[src/hw/ssw_map.svh]
// Offsets, bit positions, reset values and timing counts of the supervisor
`ifndef SSW_MAP_SVH
`define SSW_MAP_SVH

// Clock rate in MHz and documented intervals in microseconds
`define SSW_CLK_MHZ 50
`define SSW_RST_SHORT_US 50000
`define SSW_RST_LONG_US 200000
`define SSW_WD_SHORT_US 100000
`define SSW_WD_LONG_US 1600000

// Interval lengths in external timebase clocks
`define SSW_EXT_WD_NORM 27'h0000400
`define SSW_EXT_WD_LONG 27'h0001000
`define SSW_EXT_RST_SHORT 27'h0000200
`define SSW_EXT_RST_LONG 27'h0000800

// Register byte offsets
`define SSW_CTRL_OFS 4'h0
`define SSW_STAT_OFS 4'h4

// Control register fields and reset value
`define SSW_CTRL_LONG_BIT 0
`define SSW_CTRL_RST 1'h0

// Status register fields
`define SSW_STAT_RST_BIT 0
`define SSW_STAT_FAULT_BIT 1
`define SSW_STAT_LONGTO_BIT 2
`define SSW_STAT_WDDIS_BIT 3
`define SSW_STAT_SUPLOW_BIT 4
`define SSW_STAT_EXTTB_BIT 5

// Pin vector positions and synchroniser reset values
`define SSW_NPINS 9
`define SSW_PIN_SUPLOW 0
`define SSW_PIN_BELOWBATT 1
`define SSW_PIN_PFLOW 2
`define SSW_PIN_CE 3
`define SSW_PIN_BATT 4
`define SSW_PIN_WDI 5
`define SSW_PIN_WDIMID 6
`define SSW_PIN_TBSEL 7
`define SSW_PIN_TBIN 8
`define SSW_PIN_RST 9'h0C9

`endif

[src/hw/ssw_pkg.sv]
// Types shared by the supervisor design
package ssw_pkg;
  typedef logic [26:0] ssw_cnt_t;
  typedef enum logic [1:0] {
    SSW_RESP_OKAY = 2'h0,
    SSW_RESP_SLVERR = 2'h2
  } ssw_resp_t;
endpackage

[src/hw/ssw_supervisor.sv]
// Supply supervisor with reset stretch, watchdog and AXI4-Lite registers
`timescale 1ns/1ps
`include "ssw_map.svh"

module ssw_supervisor
  import ssw_pkg::*;
#(
  parameter int unsigned RST_SHORT_CYC = `SSW_RST_SHORT_US * `SSW_CLK_MHZ,
  parameter int unsigned RST_LONG_CYC = `SSW_RST_LONG_US * `SSW_CLK_MHZ,
  parameter int unsigned WD_SHORT_CYC = `SSW_WD_SHORT_US * `SSW_CLK_MHZ,
  parameter int unsigned WD_LONG_CYC = `SSW_WD_LONG_US * `SSW_CLK_MHZ
) (
  // Clock and reset
  input wire logic aclk,
  input wire logic aresetn,
  // AXI4-Lite write address and data
  input wire logic awvalid,
  output logic awready,
  input wire logic [3:0] awaddr,
  input wire logic [2:0] awprot,
  input wire logic wvalid,
  output logic wready,
  input wire logic [31:0] wdata,
  input wire logic [3:0] wstrb,
  // AXI4-Lite write response
  output logic bvalid,
  input wire logic bready,
  output logic [1:0] bresp,
  // AXI4-Lite read
  input wire logic arvalid,
  output logic arready,
  input wire logic [3:0] araddr,
  input wire logic [2:0] arprot,
  output logic rvalid,
  input wire logic rready,
  output logic [31:0] rdata,
  output logic [1:0] rresp,
  // Comparator and switch results, all asynchronous
  input wire logic supply_below,
  input wire logic vcc_below_batt,
  input wire logic pf_below,
  input wire logic battery_switched,
  // Host pins
  input wire logic ce_in_n,
  input wire logic watchdog_toggle_in,
  input wire logic watchdog_toggle_mid,
  input wire logic timebase_select,
  input wire logic timebase_input,
  // Supervisor outputs
  output logic reset_n_out,
  output logic reset_out,
  output logic watchdog_fault_out,
  output logic powerfail_warn_out,
  output logic ce_out_n,
  output logic backup_active_out,
  output logic low_supply_n_out
);

  logic [`SSW_NPINS-1:0] pin_raw;
  logic [`SSW_NPINS-1:0] pin_q;
  logic sup_low;
  logic ext_mode;
  logic wd_dis;
  logic tb_prev;
  logic tick;
  logic wdi_prev;
  logic wdi_edge;
  logic reset_active;
  logic next_active;
  ssw_cnt_t rst_cnt;
  ssw_cnt_t next_rst_cnt;
  ssw_cnt_t rst_limit;
  ssw_cnt_t wd_cnt;
  ssw_cnt_t wd_limit;
  logic wd_run;
  logic wd_timeout;
  logic long_mode;
  logic ctrl_long;
  logic aw_held;
  logic w_held;
  logic [3:0] aw_addr_q;
  logic [31:0] w_data_q;
  logic w_strb0_q;
  logic [31:0] stat_word;

  assign pin_raw = {timebase_input, timebase_select, watchdog_toggle_mid,
                    watchdog_toggle_in, battery_switched, ce_in_n,
                    pf_below, vcc_below_batt, supply_below};

  // Three-stage synchroniser; a new level counts once stages 2 and 3 agree
  for (genvar i = 0; i < `SSW_NPINS; i++) begin : g_sync
    localparam logic [`SSW_NPINS-1:0] RSTV = `SSW_PIN_RST;
    logic st1;
    logic st2;
    logic st3;
    logic q;
    always_ff @(posedge aclk) begin
      if (!aresetn) begin
        st1 <= RSTV[i];
        st2 <= RSTV[i];
        st3 <= RSTV[i];
        q <= RSTV[i];
      end else begin
        st1 <= pin_raw[i];
        st2 <= st1;
        st3 <= st2;
        if (st2 == st3) begin
          q <= st3;
        end
      end
    end
    assign pin_q[i] = q;
  end

  assign sup_low = pin_q[`SSW_PIN_SUPLOW];
  assign ext_mode = ~pin_q[`SSW_PIN_TBSEL];
  assign wd_dis = pin_q[`SSW_PIN_WDIMID];

  // Timebase tick: every clock internally, rising edge of external source
  assign tick = ext_mode ? (pin_q[`SSW_PIN_TBIN] & ~tb_prev) : 1'b1;

  // Interval limits by mode, variant and timebase input level
  always_comb begin
    if (ext_mode) begin
      rst_limit = ctrl_long ? `SSW_EXT_RST_LONG : `SSW_EXT_RST_SHORT;
      wd_limit = long_mode ? `SSW_EXT_WD_LONG : `SSW_EXT_WD_NORM;
    end else begin
      rst_limit = ctrl_long ? 27'(RST_LONG_CYC) : 27'(RST_SHORT_CYC);
      if (long_mode || pin_q[`SSW_PIN_TBIN]) begin
        wd_limit = 27'(WD_LONG_CYC);
      end else begin
        wd_limit = 27'(WD_SHORT_CYC);
      end
    end
  end

  // Edge memories for the timebase and the toggle input
  always_ff @(posedge aclk) begin
    if (!aresetn) begin
      tb_prev <= 1'b0;
      wdi_prev <= 1'b0;
    end else begin
      tb_prev <= pin_q[`SSW_PIN_TBIN];
      wdi_prev <= pin_q[`SSW_PIN_WDI];
    end
  end

  // Mid level masks edges so a floating input cannot feed the timer
  assign wdi_edge = ~wd_dis & (pin_q[`SSW_PIN_WDI] != wdi_prev);
  assign wd_run = ~wd_dis & ~reset_active & ~sup_low;
  assign wd_timeout = wd_run & tick & ~wdi_edge &
                      (wd_cnt >= wd_limit - 27'h1);

  // Reset stretch: low supply holds it, timeout or supply return starts it
  always_comb begin
    next_active = reset_active;
    next_rst_cnt = rst_cnt;
    if (sup_low) begin
      next_active = 1'b1;
      next_rst_cnt = '0;
    end else if (wd_timeout) begin
      next_active = 1'b1;
      next_rst_cnt = '0;
    end else if (reset_active && tick) begin
      if (rst_cnt >= rst_limit - 27'h1) begin
        next_active = 1'b0;
        next_rst_cnt = '0;
      end else begin
        next_rst_cnt = rst_cnt + 27'h1;
      end
    end
  end

  // Both reset pins from one next value so they never disagree
  always_ff @(posedge aclk) begin
    if (!aresetn) begin
      reset_active <= 1'b1;
      rst_cnt <= '0;
      reset_n_out <= 1'b0;
      reset_out <= 1'b1;
    end else begin
      reset_active <= next_active;
      rst_cnt <= next_rst_cnt;
      reset_n_out <= ~next_active;
      reset_out <= next_active;
    end
  end

  // Watchdog count; held at zero during reset so it restarts at its end
  always_ff @(posedge aclk) begin
    if (!aresetn) begin
      wd_cnt <= '0;
    end else if (!wd_run || wdi_edge) begin
      wd_cnt <= '0;
    end else if (tick) begin
      wd_cnt <= wd_timeout ? '0 : wd_cnt + 27'h1;
    end
  end

  // Long timeout armed by any reset, dropped by first toggle afterwards
  always_ff @(posedge aclk) begin
    if (!aresetn) begin
      long_mode <= 1'b1;
    end else if (reset_active || sup_low) begin
      long_mode <= 1'b1;
    end else if (wdi_edge) begin
      long_mode <= 1'b0;
    end
  end

  // Fault output; disable and low supply outrank a timeout
  always_ff @(posedge aclk) begin
    if (!aresetn) begin
      watchdog_fault_out <= 1'b1;
    end else if (wd_dis) begin
      watchdog_fault_out <= 1'b1;
    end else if (sup_low) begin
      watchdog_fault_out <= 1'b1;
    end else if (wd_timeout) begin
      watchdog_fault_out <= 1'b0;
    end else if (wdi_edge) begin
      watchdog_fault_out <= 1'b1;
    end
  end

  // Supply status pins; no stretch on the low-supply flag
  always_ff @(posedge aclk) begin
    if (!aresetn) begin
      powerfail_warn_out <= 1'b0;
      ce_out_n <= 1'b1;
      backup_active_out <= 1'b0;
      low_supply_n_out <= 1'b0;
    end else begin
      powerfail_warn_out <= ~(pin_q[`SSW_PIN_PFLOW] |
                              pin_q[`SSW_PIN_BELOWBATT]);
      ce_out_n <= sup_low | pin_q[`SSW_PIN_CE];
      backup_active_out <= pin_q[`SSW_PIN_BATT];
      low_supply_n_out <= ~sup_low;
    end
  end

  // Status word shows the supervisor's live state
  always_comb begin
    stat_word = '0;
    stat_word[`SSW_STAT_RST_BIT] = reset_active;
    stat_word[`SSW_STAT_FAULT_BIT] = ~watchdog_fault_out;
    stat_word[`SSW_STAT_LONGTO_BIT] = long_mode;
    stat_word[`SSW_STAT_WDDIS_BIT] = wd_dis;
    stat_word[`SSW_STAT_SUPLOW_BIT] = sup_low;
    stat_word[`SSW_STAT_EXTTB_BIT] = ext_mode;
  end

  // Write side: address and data latched in either order, then answered
  always_ff @(posedge aclk) begin
    if (!aresetn) begin
      awready <= 1'b1;
      wready <= 1'b1;
      aw_held <= 1'b0;
      w_held <= 1'b0;
      aw_addr_q <= 4'h0;
      w_data_q <= 32'h0;
      w_strb0_q <= 1'b0;
      bvalid <= 1'b0;
      bresp <= SSW_RESP_OKAY;
      ctrl_long <= `SSW_CTRL_RST;
    end else begin
      if (awvalid && awready) begin
        aw_held <= 1'b1;
        awready <= 1'b0;
        aw_addr_q <= awaddr;
      end
      if (wvalid && wready) begin
        w_held <= 1'b1;
        wready <= 1'b0;
        w_data_q <= wdata;
        w_strb0_q <= wstrb[0];
      end
      if (aw_held && w_held && !bvalid) begin
        aw_held <= 1'b0;
        w_held <= 1'b0;
        bvalid <= 1'b1;
        bresp <= SSW_RESP_OKAY;
        if ({aw_addr_q[3:2], 2'h0} == `SSW_CTRL_OFS) begin
          if (w_strb0_q) begin
            ctrl_long <= w_data_q[`SSW_CTRL_LONG_BIT];
          end
        end else if ({aw_addr_q[3:2], 2'h0} != `SSW_STAT_OFS) begin
          bresp <= SSW_RESP_SLVERR; // Unmapped word
        end
      end
      if (bvalid && bready) begin
        bvalid <= 1'b0;
        awready <= 1'b1;
        wready <= 1'b1;
      end
    end
  end

  // Read side: one read at a time, answered the cycle after acceptance
  always_ff @(posedge aclk) begin
    if (!aresetn) begin
      arready <= 1'b1;
      rvalid <= 1'b0;
      rdata <= 32'h0;
      rresp <= SSW_RESP_OKAY;
    end else if (arvalid && arready) begin
      arready <= 1'b0;
      rvalid <= 1'b1;
      rresp <= SSW_RESP_OKAY;
      if ({araddr[3:2], 2'h0} == `SSW_CTRL_OFS) begin
        rdata <= {31'h0, ctrl_long};
      end else if ({araddr[3:2], 2'h0} == `SSW_STAT_OFS) begin
        rdata <= stat_word;
      end else begin
        rdata <= 32'h0;
        rresp <= SSW_RESP_SLVERR;
      end
    end else if (rvalid && rready) begin
      rvalid <= 1'b0;
      arready <= 1'b1;
    end
  end
endmodule

[config.mk]
export PLATFORM = sky130hd
export DESIGN_NAME = ssw_supervisor
export DESIGN_NICKNAME = d
export VERILOG_FILES = /design/src/hw/ssw_pkg.sv /design/src/hw/ssw_supervisor.sv
export VERILOG_INCLUDE_DIRS = /design/src /design/src/hw
export SDC_FILE = /design/constraint.sdc
export NUM_CORES = 1
export LEC_CHECK = 0
export ABC_AREA = 1
export BUFFER_PORTS_ARGS = -buffer_cell sky130_fd_sc_hd__buf_4
export CAP_MARGIN = 10
export CORE_MARGIN = 8
export CORE_UTILIZATION = 51
export CTS_BUF_LIST = sky130_fd_sc_hd__clkbuf_16
export DETAILED_ROUTE_END_ITERATION = 8
export PLACE_DENSITY = 0.87
export SYNTH_ARGS = -nofsm -noshare
export SYNTH_HDL_FRONTEND = slang
export SYNTH_SLANG_ARGS = --single-unit
[constraint.sdc]
create_clock -name aclk -period 2.6 [get_ports aclk]
set_clock_uncertainty 0.05 [all_clocks]
set_input_delay 0.13 -clock aclk [delete_from_list [all_inputs] [get_ports aclk]]
set_output_delay 0.13 -clock aclk [all_outputs]
set_load 0.03 [all_outputs]
==> impl_metrics.json, run 1 <==
{
  "max_clock_freq_mhz": 357,
  "p_sw_mw": 1.10,
  "comb_power_share_pct": 5.8,
  "synth_top_area_cell": "dfxtp_1",
  "swShare_pct": 24.5,
  "finalHoldViolCount": 0,
  "rr_endpoint": "rst_cnt[2]$_SDFFE_PP0P_",
  "fin_ws_ps": -204,
  "tritoncts": "done",
  "mostFrequentLayoutCell": "nand2_1",
  "syn_area_um2": 6670,
  "start_util_pct": 52.4,
  "drt_pass1_iterations": 8,
  "core_um2": 12700,
  "rows": 41,
  "cap_violations": 0,
  "internal_power_mw": 3.37,
  "diodes": 0,
  "synth_warnings": 0,
  "wire_per_inst_um": 16.3,
  "port-buffer-count": 41,
  "r2r_slack_ps": -200,
  "hold_depth": 4,
  "area_growth_pct": 24.9,
  "dieArea_um2": 17000,
  "overflow": 0,
  "synth_edf_count": 0,
  "grt_pass1_vias": 6105,
  "ff2ff_path_depth": 16,
  "pre_cts_slack_ps": -64.1,
  "slew_viol_final": 0,
  "path_class": "flop to flop",
  "antenna_found_initial": 0,
  "final_nets": 1165,
  "gr-usage-all-layers_pct": 20.5,
  "cp_slowest_stage_delay_ps": 450,
  "arrival_ps": 3090,
  "drc": 0,
  "violations": "setup timing",
  "fillers": 902,
  "pwr_density_cell_nw_per_um2": 536,
  "mostFrequentLayoutCells": "nand2_1 (241), nor2_1 (131), dfxtp_1 (118)",
  "ys_ff_latch": 120,
  "cts_inserted_buffers": 17,
  "wl_um": 20100,
  "rsz0062_at_grt": "yes",
  "ios": 114,
  "hold_slack_ps": 8.76,
  "crit_buf_inv": 4,
  "slowest_stage": "dfxtp_4",
  "synth_area_per_cell_um2": 6.96,
  "detail_route.iter0.violations": 621,
  "outcome": "finished with violations",
  "die_h_um": 130,
  "dp_hpwl_um": 11200,
  "ys_async_sr_fraction_pct": 0,
  "root_buffer": "clkbuf_16",
  "p_leak_nw": 3.83,
  "grt_pass1_wl_um": 28300,
  "grt_max_degree": 33,
  "clock-sinks": 120,
  "ir_drop_mv": 0.616,
  "hold_end": "rdata[0]$_SDFFE_PN0P_",
  "cp_max_fo": 6,
  "hold_class": "input port to flop",
  "end_kind": "flop",
  "seqPwrFrac_pct": 42.5,
  "drive_above_1_share_pct": 16.6,
  "min_from": "araddr[3]",
  "path_delay_family": "simple AND/OR/NAND/NOR gates",
  "period_needed_ps": 2800,
  "totalPowerFinal_mw": 4.47,
  "stdcell_area_um2": 8330,
  "worstPathCellList": "inv_8, buf_6, ha_4, xor2_2, ha_1, nand2_2, nor2_2, o21ai_0, nand3_1, nand2_1, nand2_2, nor2_4, buf_6, buf_16, nand3_1, a21oi_1",
  "worst_setup_path_start_kind": "flop",
  "yosysSeqAreaShare_pct": 36.0,
  "gp_congestion": 0.941,
  "cts_htree_levels": 4,
  "clk_path_buf_depth": 2,
  "clock_latency_ps": 420,
  "clk_pin_slew_worst_paths_ps": 60,
  "dieWidth_um": 130,
  "viasPerCell": 5.49,
  "critPathRequiredTime_ps": 2890,
  "placement.cell_area_um2": 7170,
  "num_vias": 6781,
  "finalCritPeriodShare_pct": 108,
  "r2r_start": "g_sync[7].q$_SDFFE_PN1N_",
  "synthCells": 959,
  "synthTopCellsByArea": "dfxtp_1 (36%), nand2_1 (14%), ha_1 (9.2%), nor2_1 (7.7%), inv_1 (6.0%)",
  "setup_viol": 29,
  "ys.flop_type": "dfxtp_1",
  "ant_nets": 0,
  "synth_top_area_share_pct": 36.0,
  "synth_cell_types": 39,
  "p_clk_share_pct": 51.8
}
## synth_stat cells, types with 4 or more instances
cell      number
ha_1          49
nor2_1       136
nor3_1        10
inv_1        107
clkbuf_1       6
nand4_1        4
or2_2         14
xor2_1        17
nand3_1       72
xnor2_1       13
o21ai_0       19
dfxtp_1      120
o21bai_1       5
a21oi_1       65
nand2_1      246
inv_2          4
buf_2          5
buf_4         33
## power by group through the flow
stage                     logic [mW]  clock network, mW  registers (mW)
after global routing           0.276               2.40            1.90
after CTS                      0.238               2.30            1.90
after global placement         0.209                  0            1.93
after detailed placement       0.214                  0            1.94
after floorplan                0.158                  0            1.95
final                          0.257               2.31            1.90
## kinds of logic (layout without fill, tap and decap cells)
logic type,after synthesis,count (layout),synth area share [%]
compound gates,101,101,8.31
xor+xnor,30,30,3.94
fa+ha+maj,49,49,9.19
buf+inv,157,225,10.8
flops,120,120,36.0
other cells,2,38,0.113
simple gates,500,500,31.6
## sequential cells by signal (all words and copies together), names as in the netlist, 2 cells and up
name and count:
g_sync.st1 9, g_sync.q 9, aw_addr_q 2, g_sync.st2 9
rdata 6, rst_cnt 27, g_sync.st3 9, wd_cnt 27
## repair_timing
action,in CTS,in global routing
gates resized for setup,10,67
buffers inserted,4,5
pin swaps,5,30
gates cloned,1,0
hold endpoints to repair,19,0
hold buffers,17,0
endpoints found under the setup margin,33,49
## worst max path at each step
| stage | startpoint | end | slack [ps] | cells past startpoint |
|---|---|---|---|---|
| 2_1_floorplan | g_sync[7].q$_SDFFE_PN1N_ | rst_cnt[0]$_SDFFE_PP0P_ | 50 | 15 |
| 3_3_place_gp | g_sync[7].q$_SDFFE_PN1N_ | rst_cnt[7]$_SDFFE_PP0P_ | 30 | 15 |
| 3_5_place_dp | g_sync[7].q$_SDFFE_PN1N_ | rst_cnt[12]$_SDFFE_PP0P_ | -60 | 15 |
| 4_1_cts | g_sync[7].q$_SDFFE_PN1N_ | rst_cnt[23]$_SDFFE_PP0P_ | -10 | 16 |
| 5_1_grt | g_sync[7].q$_SDFFE_PN1N_ | reset_n_out$_SDFF_PN0_ | -230 | 17 |
| 6_report | g_sync[7].q$_SDFFE_PN1N_ | rst_cnt[2]$_SDFFE_PP0P_ | -200 | 16 |
## tightest hold or removal path: stages
cell and delay [ps]:
buf_4 80, nor2_1 70, nand2_1 80, a21oi_1 60
## per-stage QoR
stage	TNS (ps)	instances	utilization (%)
after global placement	0	1177	56.4
after global routing	-3880	1235	65.5
after CTS	-10.7	1231	63.0
final	-2860	1235	65.5
after floorplan	0	995	-
after detailed placement	-983	1177	56.4
## area by class of cell
class	instances	area [µm²]	share of cell area, %
repair buffers	81	742	8.90
multi-input cells	718	3960	47.6
flip-flops and latches	120	2410	28.9
well taps	172	215	2.58
inverters	112	428	5.14
clock inverters	15	151	1.82
clock buffers	17	425	5.11
## metal layers
| metal | part of all wire (%) | GRT usage (%) |
|---|---|---|
| met4 | 5.2 | 8.64 |
| met3 | 9.0 | 4.42 |
| met5 | 0 | 0 |
| met2 | 48 | 36.0 |
| met1 | 38 | 23.6 |
(Power assumes the default switching activity.)
==> inputs of run 2 (changes only) <==
--- a/config.mk
+++ b/config.mk
@@ -9,7 +9,7 @@
 export ABC_AREA = 1
 export BUFFER_PORTS_ARGS = -buffer_cell sky130_fd_sc_hd__buf_4
 export CAP_MARGIN = 10
-export CORE_MARGIN = 8
+export CORE_MARGIN = 5
 export CORE_UTILIZATION = 51
 export CTS_BUF_LIST = sky130_fd_sc_hd__clkbuf_16
 export DETAILED_ROUTE_END_ITERATION = 8
==> impl_metrics.json, run 2 (same netlist as run 1, synthesis figures left out) <==
{
  "ff2ff_path_depth": 15,
  "hold_depth": 4,
  "grt_use_met3_pct": 4.97,
  "wire_per_inst_um": 16.0,
  "dieArea_um2": 15500,
  "drt_pass1_iterations": 8,
  "fin_ws_ps": -136,
  "dieWidth_um": 124,
  "clk_pin_slew_worst_paths_ps": 60,
  "cts_inserted_buffers": 17,
  "num_vias": 6862,
  "slowest_stage": "dfxtp_4",
  "r2r_slack_ps": -140,
  "gp_congestion": 0.926,
  "violations": "DRC, setup timing",
  "relSlewSlack_pct": 54.2,
  "wl_um": 19800,
  "worstPathCellList": "buf_12, ha_4, a211oi_2, nand3b_1, ha_1, nand2_2, nor2_4, nand4_1, inv_1, nand2_1, nand2_2, nor2_4, buf_6, nand3_1, a21oi_2",
  "outcome": "finished with violations",
  "hold_slack_ps": 9.93,
  "detail_route.iter0.violations": 792,
  "busiest_layer": "met2",
  "grt_max_degree": 33,
  "ant_nets": 0,
  "drc": 2,
  "finalCritPeriodShare_pct": 105,
  "area_growth_pct": 24.1,
  "ios": 114,
  "mostFrequentLayoutCells": "nand2_1 (239), nor2_1 (131), dfxtp_1 (118)",
  "path_class": "flop to flop",
  "fillers": 922,
  "worst_setup_path_start_kind": "flop",
  "gr-usage-all-layers_pct": 21.6,
  "grt_pass1_vias": 6275,
  "antenna_found_initial": 0,
  "multiInputGateArea_um2": 3930,
  "dp_hpwl_um": 11200,
  "overflow": 0,
  "port-buffer-count": 41,
  "grt_pass1_wl_um": 28400,
  "slew_viol_final": 0,
  "start_util_pct": 52.4,
  "met1_usage_pct": 25.5,
  "clk_path_buf_depth": 2,
  "critPathRequiredTime_ps": 2900,
  "drive_above_1_share_pct": 15.9,
  "met2_usage_pct": 37.1,
  "tightest_slew_ps": 684,
  "dpl.cell_count": 1177,
  "tritoncts": "done",
  "end_kind": "flop",
  "reg_top3": "rst_cnt (27), wd_cnt (27)",
  "hold_class": "input port to flop",
  "rsz0062_at_grt": "yes",
  "totalPowerFinal_mw": 4.27,
  "diodes": 0,
  "clock_latency_ps": 420,
  "cp_max_fo": 6,
  "fin_cells": 1238,
  "seq_area_um2": 2410,
  "mostFrequentLayoutCell": "nand2_1",
  "cap_violations": 0,
  "cp_slowest_stage_delay_ps": 360,
  "viasPerCell": 5.54,
  "period_needed_ps": 2740,
  "rows": 41,
  "max_clock_freq_mhz": 365,
  "clock-sinks": 120,
  "setup_viol": 29,
  "final_nets": 1168,
  "ir_drop_mv": 0.504,
  "cts_htree_levels": 4,
  "die_h_um": 124,
  "root_buffer": "clkbuf_16",
  "finalHoldViolCount": 0,
  "arrival_ps": 3030,
  "pwr_density_cell_nw_per_um2": 516,
  "p_leak_nw": 3.84,
  "core_um2": 12700
}
-- run 2: cell count changes in the layout (fill, tap and decap cells not counted), sizes merged --
cell | previous run | this run
bufinv | 2 | 0
clkbuf | 17 | 19
clkinv | 6 | 7
inv | 115 | 116
nor2 | 142 | 143
-- run 2: repair_timing --
item,4_1_cts,5_1_grt
pin swaps,1,27
buffers inserted,2,7
hold endpoints to repair,19,0
endpoints found under the setup margin,52,52
gates resized for setup,9,51
hold buffers,17,0
cloned,1,3
-- run 2: report_power, final --
group          total, mW  internal, mW  switching [mW]  leakage (nW)
registers           1.90          1.88          0.0205         0.976
clock network       2.13          1.21           0.915         0.255
logic              0.249        0.0861           0.163          2.61
total               4.27          3.18            1.10          3.84
-- run 2: worst max-delay path, delay by kind of cell, from the launching register on --
family	cells	cell delay, ps
compound gates	2	430
flops	1	360
buf+inv	3	340
simple gates	8	990
fa+ha+maj	2	500
-- run 2: cell type report --
type	count	share of cell area, %
timing repair buffer	83	9.34
inverter	112	5.11
clock inverter	15	1.27
multi-input combinational	719	47.4
tap	172	2.60
clock buffer	17	5.14
sequential	120	29.1
-- run 2: final timing paths --
check / start / end
worst max-delay path: g_sync[7].q$_SDFFE_PN1N_ / rst_cnt[6]$_SDFFE_PP0P_
worst min-delay path: araddr[2] / rdata[0]$_SDFFE_PN0P_
worst max register to register: g_sync[7].q$_SDFFE_PN1N_ / rst_cnt[6]$_SDFFE_PP0P_
worst min register to register: g_sync[5].st1$_SDFF_PN0_ / g_sync[5].st2$_SDFF_PN0_
-- run 2: stage by stage --
step | worst slack (ps) | setup TNS [ps] | utilization [%] | instance area [µm²]
final | -136 | -2030 | 65.1 | 8280
after floorplan | 52.7 | 0 | - | 6810
after detailed placement | -279 | -11570 | 56.2 | 7150
after global routing | -247 | -4200 | 65.1 | 8280
after CTS | 14.4 | 0 | 62.2 | 7910
after global placement | -166 | -6340 | 56.2 | 7150
-- run 2: per-layer routing --
layer / vias to the layer above / share of wire [%]
met5: - / 0
met4: 0 / 6.5
met3: 145 / 9.8
met2: 467 / 47
met1: 3086 / 36
li1: 3164 / -
==> inputs of run 3 (changes only) <==
--- a/config.mk
+++ b/config.mk
@@ -9,11 +9,11 @@
 export ABC_AREA = 1
 export BUFFER_PORTS_ARGS = -buffer_cell sky130_fd_sc_hd__buf_4
 export CAP_MARGIN = 10
-export CORE_MARGIN = 5
-export CORE_UTILIZATION = 51
+export CORE_MARGIN = 2
+export CORE_UTILIZATION = 56
 export CTS_BUF_LIST = sky130_fd_sc_hd__clkbuf_16
 export DETAILED_ROUTE_END_ITERATION = 8
-export PLACE_DENSITY = 0.87
+export PLACE_DENSITY = 0.91
 export SYNTH_ARGS = -nofsm -noshare
 export SYNTH_HDL_FRONTEND = slang
 export SYNTH_SLANG_ARGS = --single-unit
==> constraint.sdc (replaced) <==
create_clock -name aclk -period 3.2 [get_ports aclk]
set_clock_uncertainty 0.05 [all_clocks]
set_input_delay 0.16 -clock aclk [delete_from_list [all_inputs] [get_ports aclk]]
set_output_delay 0.16 -clock aclk [all_outputs]
set_load 0.03 [all_outputs]
==> impl_metrics.json, run 3 (same netlist as run 1, synthesis figures left out) <==
{
  "ios": 114,
  "drive_above_1_share_pct": 11.1,
  "fin_util_pct": 68.4,
  "wire_per_inst_um": 15.7,
  "final_nets": 1152,
  "clk_path_buf_depth": 2,
  "finalHoldViolCount": 0,
  "overflow": 0,
  "detail_route.iter0.violations": 605,
  "worst_setup_path_start_kind": "flop",
  "p_leak_nw": 3.74,
  "path_class": "flop to flop",
  "cts_htree_levels": 4,
  "gp_congestion": 0.942,
  "end_kind": "flop",
  "rows": 39,
  "tns_ps": 0,
  "cts_inserted_buffers": 17,
  "port-buffer-count": 41,
  "relSlewSlack_pct": 61.1,
  "grt_max_degree": 33,
  "drc": 1,
  "antenna_found_initial": 0,
  "core_um2": 11500,
  "pwr_density_cell_nw_per_um2": 488,
  "violations": "DRC",
  "slew_viol_final": 0,
  "tightest_slew_ps": 582,
  "ant_nets": 0,
  "hold_class": "input port to flop",
  "clock_latency_ps": 430,
  "slowest_stage": "dfxtp_1",
  "setup_viol": 0,
  "area_growth_pct": 18.2,
  "min_from": "aresetn",
  "period_needed_ps": 3070,
  "p_clk_share_pct": 54.5,
  "dp_hpwl_um": 11000,
  "path_common_cell": "nand2_1",
  "dieArea_um2": 12800,
  "grt_pass1_wl_um": 30300,
  "reg_top3": "rst_cnt (27), wd_cnt (27)",
  "max_clock_freq_mhz": 325,
  "grt_pass1_vias": 6580,
  "cp_max_fo": 7,
  "dpl.cell_count": 1139,
  "critPathLaunch": "ctrl_long$_SDFFE_PN0P_",
  "tritoncts": "done",
  "drt_pass1_iterations": 8,
  "seqPwrFrac_pct": 40.2,
  "root_buffer": "clkbuf_16",
  "viasPerCell": 5.63,
  "clock-sinks": 120,
  "wl_um": 18800,
  "diodes": 0,
  "swShare_pct": 24.2,
  "ir_drop_mv": 0.591,
  "die_h_um": 113,
  "mostFrequentLayoutCells": "nand2_1 (246), nor2_1 (136), dfxtp_1 (120)",
  "path_delay_family": "simple AND/OR/NAND/NOR gates",
  "critPathRequiredTime_ps": 3440,
  "fin_cells": 1193,
  "r2r_start": "ctrl_long$_SDFFE_PN0P_",
  "outcome": "finished with violations",
  "dieWidth_um": 113,
  "clk_pin_slew_worst_paths_ps": 60,
  "crit_buf_inv": 2,
  "internal_power_mw": 2.92,
  "worstPathCellList": "inv_1, ha_1, a211oi_1, nand3b_1, ha_1, nand2_1, nor2_1, nand3_1, nor2_1, nand2_1, nand2_1, nor2_4, buf_4, nand3_1, a21oi_1",
  "cp_slowest_stage_delay_ps": 400,
  "arrival_ps": 3310,
  "gr-usage-all-layers_pct": 29.4,
  "num_vias": 6716,
  "cap_violations": 0,
  "comb_power_share_pct": 5.3,
  "p_sw_mw": 0.930,
  "finalCritPeriodShare_pct": 96.1,
  "start_util_pct": 57.9,
  "mostFrequentLayoutCell": "nand2_1"
}
-- run 3: path summary, 6_finish.rpt --
path | cells past startpoint | slack, ps | to
max | 15 | 130 | rst_cnt[4]$_SDFFE_PP0P_
min reg2reg | 2 | 370 | g_sync[4].st2$_SDFF_PN0_
min | 2 | 50 | arready$_SDFFE_PN1P_
max reg2reg | 15 | 130 | rst_cnt[4]$_SDFFE_PP0P_
-- run 3: layout make-up --
class / instances / area, µm²
clock inverter: 15 / 214
fill: 755 / 3630
timing repair buffer: 67 / 546
multi-input combinational: 719 / 3690
tap: 143 / 179
clock buffer: 17 / 425
inverter: 112 / 423
sequential: 120 / 2400
-- run 3: layer usage --
metal / up-vias / GRT usage [%] / wire length (µm) / share of wire, %
li1: 3129 / - / - / -
met1: 3077 / 33.0 / 7110 / 38
met2: 404 / 50.1 / 9100 / 48
met3: 106 / 7.77 / 1590 / 8.5
met4: 0 / 17.2 / 986 / 5.2
met5: - / 0 / 0 / 0
-- run 3: power groups by stage --
stage               registers (mW)  clock network, mW  logic (mW)
floorplan                     1.59                  0       0.128
global placement              1.57                  0       0.168
detailed placement            1.57                  0       0.173
CTS                           1.54               2.09       0.195
global route                  1.55               2.16       0.219
finish                        1.54               2.10       0.205
-- run 3: repair_timing --
item                       4_1_cts  5_1_grt
setup endpoints to repair        0       29
resized for setup                0        1
buffers inserted                 0        4
hold endpoints to repair        17        0
hold buffers                    17        0
-- run 3: per-stage QoR --
step / power, mW / instance area, µm² / hold WS, ps / setup WS [ps]
global placement: 1.74 / 7030 / 293 / 208
floorplan: 1.72 / 6810 / 208 / 653
CTS: 3.83 / 7840 / 32.8 / 17.6
global route: 3.92 / 7880 / 56.2 / -35.8
finish: 3.85 / 7880 / 47.1 / 125
detailed placement: 1.75 / 7030 / 297 / 73.0
